<file path="src/verilog/smsp_pkg.sv">
// Shared constants and types of the serial master/slave port
package smsp_pkg;

   // Register addresses on the special-function register port
   localparam logic [7:0] CTRL_ADDR = 8'hF8;
   localparam logic [7:0] DATA_ADDR = 8'hF9;
   localparam logic [7:0] CONFIG_ADDR = 8'hFA;

   // Control/status field positions
   localparam int DONE_BIT = 7;
   localparam int COLL_BIT = 6;
   localparam int FAULT_BIT = 5;
   localparam int OVRN_BIT = 4;
   localparam int BUSY_BIT = 3;
   localparam int SEL_BIT = 2;
   localparam int MASTER_BIT = 1;
   localparam int ON_BIT = 0;

   // Configuration field: frame bit count minus one
   localparam int COUNT_LSB = 0;
   localparam int COUNT_W = 3;

   // Reset values
   localparam logic [7:0] CTRL_RESET = 8'h00;
   localparam logic [7:0] DATA_RESET = 8'h00;
   localparam logic [COUNT_W-1:0] COUNT_RESET = 3'h7;

   // Master serial clock half period
   localparam int CLK_PERIOD_NS = 4;
   localparam int SCK_HALF_NS = 16;
   localparam int SCK_HALF_CYCLES =
      (SCK_HALF_NS + CLK_PERIOD_NS - 1) / CLK_PERIOD_NS;

   // Master sequencer, Gray along idle-low-high-done
   typedef enum logic [1:0] {
      SMSP_IDLE = 2'b00,
      SMSP_LOW = 2'b01,
      SMSP_HIGH = 2'b11,
      SMSP_DONE = 2'b10
   } smsp_master_e;

endpackage

</file>
<file path="src/verilog/smsp_shift_if.sv">
// Link between port control and the shift engine
`timescale 1ns/1ns
interface smsp_shift_if;
   logic load;
   logic [7:0] loadData;
   logic start;
   logic shift;
   logic inBit;
   logic outBit;
   logic [7:0] shiftData;
   logic [3:0] bitCount;

   modport ctrl (
      output load,
      output loadData,
      output start,
      output shift,
      output inBit,
      input outBit,
      input shiftData,
      input bitCount
   );

   modport engine (
      input load,
      input loadData,
      input start,
      input shift,
      input inBit,
      output outBit,
      output shiftData,
      output bitCount
   );
endinterface

</file>
<file path="src/verilog/smsp_sync.sv">
// Two-flop synchroniser for pin inputs
`timescale 1ns/1ns
module smsp_sync #(
   parameter int WIDTH = 1,
   parameter logic [WIDTH-1:0] INIT = '0
) (
   input wire logic clk,
   input wire logic reset_n,
   input wire logic [WIDTH-1:0] din,
   output logic [WIDTH-1:0] dout
);

   logic [WIDTH-1:0] stage1_reg;
   logic [WIDTH-1:0] stage2_reg;

   // First stage feeds only the second
   always_ff @(posedge clk) begin
      if (!reset_n) begin
         stage1_reg <= INIT;
         stage2_reg <= INIT;
      end else begin
         stage1_reg <= din;
         stage2_reg <= stage1_reg;
      end
   end

   assign dout = stage2_reg;
endmodule

</file>
<file path="src/verilog/smsp_shifter.sv">
// Eight-bit shift engine, MSB first, with bit counter
`timescale 1ns/1ns
module smsp_shifter (
   input wire logic clk,
   input wire logic reset_n,
   smsp_shift_if.engine sh
);

   logic [7:0] shift_reg;
   logic [3:0] count_reg;

   // Load from the data write, else shift one bit in
   always_ff @(posedge clk) begin
      if (!reset_n) begin
         shift_reg <= smsp_pkg::DATA_RESET;
      end else if (sh.load) begin
         shift_reg <= sh.loadData;
      end else if (sh.shift) begin
         shift_reg <= {shift_reg[6:0], sh.inBit};
      end
   end

   // Bits moved since the transfer started; saturates
   always_ff @(posedge clk) begin
      if (!reset_n) begin
         count_reg <= 4'h0;
      end else if (sh.start) begin
         count_reg <= 4'h0;
      end else if (sh.shift && count_reg != 4'hF) begin
         count_reg <= 4'(count_reg + 4'h1);
      end
   end

   assign sh.outBit = shift_reg[7];
   assign sh.shiftData = shift_reg;
   assign sh.bitCount = count_reg;
endmodule

</file>
<file path="src/verilog/smsp_port.sv">
// Serial master/slave port with register port and pins
`timescale 1ns/1ns
module smsp_port (
   clk,
   reset_n,
   sfrAddr,
   sfrWrData,
   sfrWrite,
   sfrRead,
   sfrRdData,
   irqReq,
   sckIn,
   sckOut,
   sckOe_n,
   mosiIn,
   mosiOut,
   mosiOe_n,
   misoIn,
   misoOut,
   misoOe_n,
   ssIn_n
);
   input wire logic clk;
   input wire logic reset_n;
   input wire logic [7:0] sfrAddr;
   input wire logic [7:0] sfrWrData;
   input wire logic sfrWrite;
   input wire logic sfrRead;
   output logic [7:0] sfrRdData;
   output logic irqReq;
   input wire logic sckIn;
   output logic sckOut;
   output logic sckOe_n;
   input wire logic mosiIn;
   output logic mosiOut;
   output logic mosiOe_n;
   input wire logic misoIn;
   output logic misoOut;
   output logic misoOe_n;
   input wire logic ssIn_n;

   localparam int HALF = smsp_pkg::SCK_HALF_CYCLES;
   localparam logic [7:0] HALF_LAST = 8'(HALF - 1);

   smsp_shift_if sh ();

   // Pin inputs after two flops
   logic [3:0] pinSync;
   logic sckS;
   logic mosiS;
   logic misoS;
   logic ssS_n;
   logic sckPrev_reg;
   logic ssPrev_reg;
   logic sckRise;
   logic ssFall;
   logic ssRise;

   // Software-visible state
   logic portOn_reg;
   logic master_reg;
   logic done_reg;
   logic done_next;
   logic coll_reg;
   logic coll_next;
   logic fault_reg;
   logic fault_next;
   logic ovrn_reg;
   logic ovrn_next;
   logic [smsp_pkg::COUNT_W-1:0] frameBits_reg;
   logic [7:0] rxBuf_reg;
   logic rxFull_reg;

   // Master sequencer
   smsp_pkg::smsp_master_e state_reg;
   logic [7:0] halfCnt_reg;

   // Decoded strobes and conditions
   logic wrCtrl;
   logic wrData;
   logic wrCfg;
   logic rdData;
   logic masterRole;
   logic slaveRole;
   logic slaveActive;
   logic masterBusy;
   logic masterStart;
   logic collision;
   logic modeFault;
   logic halfDone;
   logic lastBit;
   logic xferEnd;
   logic overrun;

   // Output flops
   logic [7:0] rdData_reg;
   logic irq_reg;
   logic sckOut_reg;
   logic sckOe_n_reg;
   logic mosiOut_reg;
   logic mosiOe_n_reg;
   logic misoOut_reg;
   logic misoOe_n_reg;

   // Idle levels at reset: clock low, select high
   smsp_sync #(.WIDTH(4), .INIT(4'h1)) pinSyncInst (
      .clk(clk),
      .reset_n(reset_n),
      .din({sckIn, mosiIn, misoIn, ssIn_n}),
      .dout(pinSync)
   );

   smsp_shifter shiftInst (
      .clk(clk),
      .reset_n(reset_n),
      .sh(sh)
   );

   assign sckS = pinSync[3];
   assign mosiS = pinSync[2];
   assign misoS = pinSync[1];
   assign ssS_n = pinSync[0];

   // Edge finding works only on already synchronised levels
   always_ff @(posedge clk) begin
      if (!reset_n) begin
         sckPrev_reg <= 1'b0;
         ssPrev_reg <= 1'b1;
      end else begin
         sckPrev_reg <= sckS;
         ssPrev_reg <= ssS_n;
      end
   end

   assign sckRise = sckS & ~sckPrev_reg;
   assign ssFall = ~ssS_n & ssPrev_reg;
   assign ssRise = ssS_n & ~ssPrev_reg;

   // Register port decode
   assign wrCtrl = sfrWrite && sfrAddr == smsp_pkg::CTRL_ADDR;
   assign wrData = sfrWrite && sfrAddr == smsp_pkg::DATA_ADDR;
   assign wrCfg = sfrWrite && sfrAddr == smsp_pkg::CONFIG_ADDR;
   assign rdData = sfrRead && sfrAddr == smsp_pkg::DATA_ADDR;

   // Role selection; a disabled port has no role at all
   assign masterRole = portOn_reg & master_reg;
   assign slaveRole = portOn_reg & ~master_reg;
   assign slaveActive = slaveRole & ~ssS_n;
   assign masterBusy = state_reg != smsp_pkg::SMSP_IDLE;

   // Only a master write may launch the sequencer
   assign masterStart = wrData & masterRole & ~masterBusy;
   assign collision = wrData & (masterBusy | slaveActive);
   assign modeFault = masterRole & ~ssS_n;
   assign halfDone = halfCnt_reg == HALF_LAST;
   assign lastBit = sh.bitCount == {1'b0, frameBits_reg};
   assign xferEnd = (state_reg == smsp_pkg::SMSP_DONE) |
                    (slaveRole & ssRise);
   assign overrun = xferEnd & rxFull_reg & ~rdData;

   // Shift engine control; a colliding write never reaches it
   always_comb begin
      sh.load = wrData & ~collision;
      sh.loadData = sfrWrData;
      sh.start = masterStart | (slaveRole & ssFall);
      sh.shift = (state_reg == smsp_pkg::SMSP_HIGH && halfDone) |
                 (slaveActive & sckRise);
      sh.inBit = masterRole ? misoS : mosiS;
   end

   // Master sequencer; leaving master role aborts at once
   always_ff @(posedge clk) begin
      if (!reset_n) begin
         state_reg <= smsp_pkg::SMSP_IDLE;
         halfCnt_reg <= 8'h00;
      end else if (!masterRole) begin
         state_reg <= smsp_pkg::SMSP_IDLE;
         halfCnt_reg <= 8'h00;
      end else begin
         case (state_reg)
            smsp_pkg::SMSP_IDLE: begin
               halfCnt_reg <= 8'h00;
               if (masterStart) begin
                  state_reg <= smsp_pkg::SMSP_LOW;
               end
            end
            smsp_pkg::SMSP_LOW: begin
               if (halfDone) begin
                  state_reg <= smsp_pkg::SMSP_HIGH;
                  halfCnt_reg <= 8'h00;
               end else begin
                  halfCnt_reg <= 8'(halfCnt_reg + 8'h01);
               end
            end
            smsp_pkg::SMSP_HIGH: begin
               if (halfDone) begin
                  halfCnt_reg <= 8'h00;
                  if (lastBit) begin
                     state_reg <= smsp_pkg::SMSP_DONE;
                  end else begin
                     state_reg <= smsp_pkg::SMSP_LOW;
                  end
               end else begin
                  halfCnt_reg <= 8'(halfCnt_reg + 8'h01);
               end
            end
            smsp_pkg::SMSP_DONE: begin
               state_reg <= smsp_pkg::SMSP_IDLE;
            end
            default: begin
               state_reg <= smsp_pkg::SMSP_IDLE;
            end
         endcase
      end
   end

   // Sticky flags: a hardware set beats a software clear
   always_comb begin
      done_next = done_reg;
      coll_next = coll_reg;
      fault_next = fault_reg;
      ovrn_next = ovrn_reg;
      if (wrCtrl) begin
         done_next = sfrWrData[smsp_pkg::DONE_BIT];
         coll_next = sfrWrData[smsp_pkg::COLL_BIT];
         fault_next = sfrWrData[smsp_pkg::FAULT_BIT];
         ovrn_next = sfrWrData[smsp_pkg::OVRN_BIT];
      end
      done_next = done_next | xferEnd;
      coll_next = coll_next | collision;
      fault_next = fault_next | modeFault;
      ovrn_next = ovrn_next | overrun;
   end

   always_ff @(posedge clk) begin
      if (!reset_n) begin
         done_reg <= smsp_pkg::CTRL_RESET[smsp_pkg::DONE_BIT];
         coll_reg <= smsp_pkg::CTRL_RESET[smsp_pkg::COLL_BIT];
         fault_reg <= smsp_pkg::CTRL_RESET[smsp_pkg::FAULT_BIT];
         ovrn_reg <= smsp_pkg::CTRL_RESET[smsp_pkg::OVRN_BIT];
      end else begin
         done_reg <= done_next;
         coll_reg <= coll_next;
         fault_reg <= fault_next;
         ovrn_reg <= ovrn_next;
      end
   end

   // Control and configuration bits
   always_ff @(posedge clk) begin
      if (!reset_n) begin
         portOn_reg <= smsp_pkg::CTRL_RESET[smsp_pkg::ON_BIT];
         master_reg <= smsp_pkg::CTRL_RESET[smsp_pkg::MASTER_BIT];
         frameBits_reg <= smsp_pkg::COUNT_RESET;
      end else begin
         if (wrCtrl) begin
            portOn_reg <= sfrWrData[smsp_pkg::ON_BIT];
            master_reg <= sfrWrData[smsp_pkg::MASTER_BIT];
         end
         if (wrCfg) begin
            frameBits_reg <= sfrWrData[smsp_pkg::COUNT_LSB +:
                                       smsp_pkg::COUNT_W];
         end
      end
   end

   // Receive buffer; an overrun keeps the older unread byte
   always_ff @(posedge clk) begin
      if (!reset_n) begin
         rxBuf_reg <= smsp_pkg::DATA_RESET;
         rxFull_reg <= 1'b0;
      end else if (xferEnd && !overrun) begin
         rxBuf_reg <= sh.shiftData;
         rxFull_reg <= 1'b1;
      end else if (rdData) begin
         rxFull_reg <= 1'b0;
      end
   end

   // Read data, valid the cycle after the read strobe
   always_ff @(posedge clk) begin
      if (!reset_n) begin
         rdData_reg <= 8'h00;
      end else if (sfrRead) begin
         case (sfrAddr)
            smsp_pkg::CTRL_ADDR: begin
               rdData_reg <= {done_reg, coll_reg, fault_reg, ovrn_reg,
                              masterBusy, ~ssS_n,
                              master_reg, portOn_reg};
            end
            smsp_pkg::DATA_ADDR: begin
               rdData_reg <= rxBuf_reg;
            end
            smsp_pkg::CONFIG_ADDR: begin
               rdData_reg <= {5'h00, frameBits_reg};
            end
            default: begin
               rdData_reg <= 8'h00;
            end
         endcase
      end
   end

   // Request line for the CPU's interrupt controller
   always_ff @(posedge clk) begin
      if (!reset_n) begin
         irq_reg <= 1'b0;
      end else begin
         irq_reg <= done_reg | coll_reg | fault_reg | ovrn_reg;
      end
   end

   // Pin drivers; enables are active low, all off when disabled
   always_ff @(posedge clk) begin
      if (!reset_n) begin
         sckOut_reg <= 1'b0;
         sckOe_n_reg <= 1'b1;
         mosiOut_reg <= 1'b0;
         mosiOe_n_reg <= 1'b1;
         misoOut_reg <= 1'b0;
         misoOe_n_reg <= 1'b1;
      end else begin
         sckOut_reg <= state_reg == smsp_pkg::SMSP_HIGH;
         sckOe_n_reg <= ~masterRole;
         mosiOut_reg <= sh.outBit;
         mosiOe_n_reg <= ~masterRole;
         misoOut_reg <= sh.outBit;
         misoOe_n_reg <= ~slaveActive;
      end
   end

   assign sfrRdData = rdData_reg;
   assign irqReq = irq_reg;
   assign sckOut = sckOut_reg;
   assign sckOe_n = sckOe_n_reg;
   assign mosiOut = mosiOut_reg;
   assign mosiOe_n = mosiOe_n_reg;
   assign misoOut = misoOut_reg;
   assign misoOe_n = misoOe_n_reg;
endmodule

</file>
<file path="config.mk">
export PLATFORM = sky130hd
export DESIGN_NAME = smsp_port
export DESIGN_NICKNAME = d
export VERILOG_FILES = /design/src/verilog/smsp_pkg.sv /design/src/verilog/smsp_shift_if.sv /design/src/verilog/smsp_sync.sv /design/src/verilog/smsp_shifter.sv /design/src/verilog/smsp_port.sv
export SDC_FILE = /design/constraint.sdc
export NUM_CORES = 1
export LEC_CHECK = 0
export ABC_AREA = 1
export BUFFER_PORTS_ARGS = -buffer_cell sky130_fd_sc_hd__buf_2
export CAP_MARGIN = 20
export CORE_MARGIN = 1.5
export CORE_UTILIZATION = 54
export CTS_BUF_LIST = sky130_fd_sc_hd__clkbuf_8 sky130_fd_sc_hd__clkbuf_16
export DETAILED_ROUTE_END_ITERATION = 12
export PLACE_DENSITY_LB_ADDON = 0.25
export SYNTH_ARGS = -nofsm -noshare
export SYNTH_HDL_FRONTEND = slang
export SYNTH_SLANG_ARGS = --single-unit
</file>
<file path="constraint.sdc">
create_clock -name clk -period 3.47 [get_ports clk]
set_input_delay 0.347 -clock clk [delete_from_list [all_inputs] [get_ports clk]]
set_output_delay 0.347 -clock clk [all_outputs]
set_load 0.005 [all_outputs]
</file>
==> impl_metrics.yaml <==
cts:
  h-tree-depth: 3
  cts_buffers: 9
  cts_tree: "built"
  cts_resized: 0
  insertion_delay_ns: 0.35
  clkTransAtPathRegs_ns: 0.07
  root_buffer: "clkbuf_8"
  post_cts_buffers: 0
  cts_max_path_buffers: 2
  postCtsHoldBufs: 0
  clock_sinks: 63
logic_synthesis:
  synth_area_per_cell_um2: 7.01
  ys_seq_elements: 63
  ys_warn_count: 0
  ys.flop_type: "dfxtp_1"
  seq_area_frac_synth_pct: 44.0
  synthTopCellsByArea: "dfxtp_1 (44%), nand2_1 (14%), inv_1 (7.2%)"
  netlist_area_mm2: 0.00287
  synth_fp_nets: 435
  synth_edf_count: 0
  ys_types: 34
  synthArstFlopShare_pct: 0
  yosys.area.top_type: "dfxtp_1"
  synthCells: 409
  synth_top_area_share_pct: 44.0
layout:
  fillCellCount: 473
  final_common_cell: "nand2_1"
  area_delta_synth_final_pct: 18.1
  final_cell_mix: "nand2_1 (109), dfxtp_1 (63), inv_1 (55), nor2_1 (43), buf_2 (38)"
  final_nets: 474
  multi_input_area_mm2: 0.00133
  n_antenna_cell: 0
  seq_area_mm2: 0.00126
  drive_above_1_share_pct: 16.1
  stdcell_count: 523
  final_area_mm2: 0.00338
power:
  ir_drop_v: 0.000330
  power-per-cell-area_mw_per_mm2: 506
  leakage_nw: 1.53
grt:
  grt_pass1_vias: 2272
  overflow: 0
  grt_pass1_wl_um: 9780
  grt_max_degree: 29
  grt_use_total_pct: 22.7
  antenna_found_initial: 0
timing:
  period_needed_ns: 1.71
  skew_ns: 0.00562
  rsz0062_at_grt: "false"
  setup_viol: 0
  fin_crit_sh_pct: 49.4
  fmax_mhz: 584
  fin_ws_ns: 1.76
  relSlewSlack_pct: 50.5
  setup_tns_ns: 0
  worstMarginPinSlew_ns: 0.741
  drv_slew: 0
  hold_violations: 0
placed_design:
  place.port_buffers: 38
  post-place-cells: 507
  placed_area_mm2: 0.00309
  dpl.hpwl_um: 4270
  place_congestion: 0.887
  pre_cts_ws_ns: 1.46
route:
  drc: 0
  via_count: 2545
  dr.pass1.iters: 5
  wl_um: 5910
  wl_per_cell_um: 11.3
  antenna_left: 0
  avgViaCountPerCell: 4.87
  first_iter_violations: 150
die:
  coreArea_mm2: 0.00511
  start_util_pct: 56.1
  die_h_um: 75.9
  die_area_mm2: 0.00575
  fp-row-count: 26
  die_x_um: 75.9
  ioPinCount: 39
setup_path:
  cp-end-kind: "flip-flop"
  cp.arrival_ns: 1.92
  r2r_start: "halfCnt_reg[0]$_SDFFE_PN0P_"
  critical_path_required_ns: 3.68
  crit_type: "flip-flop to flip-flop"
  rrSetupSlack_ns: 1.76
  crit_start: "halfCnt_reg[0]$_SDFFE_PN0P_"
  crit_path_max_fanout: 8
  worstSetupStartpointType: "flip-flop"
  r2r_cells: 8
  critPathCapture: "shiftInst.sh.shiftData[3]$_SDFFE_PN0P_"
  regToRegEndpoint: "shiftInst.sh.shiftData[3]$_SDFFE_PN0P_"
min_path:
  hold_path_class: "input port to flip-flop"
run:
  cap_violations: 0
outcome:
  status: "finished, final reports clean"
final cells by class:
type	count	area share, %
multi-input cells	278	39.4
clock buffers	10	4.07
well taps	70	2.59
repair buffers	38	5.62
inverters	58	6.47
flip-flops and latches	63	37.3
clock inverters	6	4.58
cells in the mapped netlist (2+ instances only):
master and n:
nand3_1 31, xor2_1 2, ha_1 2, nor2_1 43, nor2_4 3, nor3_1 2
o21ai_1 2, buf_4 3, or2_2 2, nand2_1 109, a21oi_1 33, buf_2 3
dfxtp_1 63, clkbuf_1 4, o211ai_1 3, nand2_2 3, nor2_2 2, nand4_1 5
inv_1 55, o21ai_0 25
where the power goes:
group	total, mW	switching, mW	internal (mW)
sequential	0.730	0.00167	0.728
combinational	0.0498	0.0327	0.0171
clock	0.935	0.294	0.641
cell families after synthesis:
group | Yosys count | share of synthesized area (%)
and+or+nand+nor | 206 | 32.3
buffers and inverters | 68 | 9.47
AOI/OAI and AO/OA | 67 | 12.4
DFF | 63 | 44.0
xor gates and xnor gates | 2 | 0.611
adders and majority gates | 2 | 0.873
muxes | 1 | 0.393
stage by stage:
| stage | util (%) | hold WS (ns) | total power, mW |
|---|---|---|---|
| after floorplan | - | 0.390 | 0.775 |
| after global routing | 66.3 | 0.194 | 1.75 |
| after CTS | 66.3 | 0.180 | 1.72 |
| final | 66.3 | 0.179 | 1.71 |
| after detailed placement | 60.5 | 0.399 | 0.796 |
| after global placement | 60.5 | 0.394 | 0.795 |
worst min path at each step:
stage,startpoint,endpoint,slack [ns],cells past startpoint
after global placement,pinSyncInst.stage1_reg[2]$_SDFF_PN0_,pinSyncInst.dout[2]$_SDFF_PN0_,0.39,2
final,misoIn,pinSyncInst.stage1_reg[1]$_SDFF_PN0_,0.18,3
after floorplan,pinSyncInst.stage1_reg[1]$_SDFF_PN0_,pinSyncInst.dout[1]$_SDFF_PN0_,0.39,2
after CTS,misoIn,pinSyncInst.stage1_reg[1]$_SDFF_PN0_,0.18,3
after detailed placement,pinSyncInst.stage1_reg[3]$_SDFF_PN0_,pinSyncInst.dout[3]$_SDFF_PN0_,0.40,2
after global routing,ssIn_n,pinSyncInst.stage1_reg[0]$_SDFF_PN1_,0.19,2
worst max-delay path, stage by stage (launching register included):
cell and delay, ns:
dfxtp_1 0.40, ha_1 0.24, nand2_1 0.08, nor2_2 0.20, nand2_1 0.08, nand2_1 0.28
nor2_4 0.10, a21oi_1 0.14, nor2_1 0.05
per-layer routing:
metal  vias up  wire, um  track usage (%)
li1       1370         -                -
met1      1103      3000             31.9
met2        62      2520             34.0
met3        10       277             4.37
met4         0       119             9.52
met5         -         0                0
Note: power is estimated with default switching activity, not from simulation.
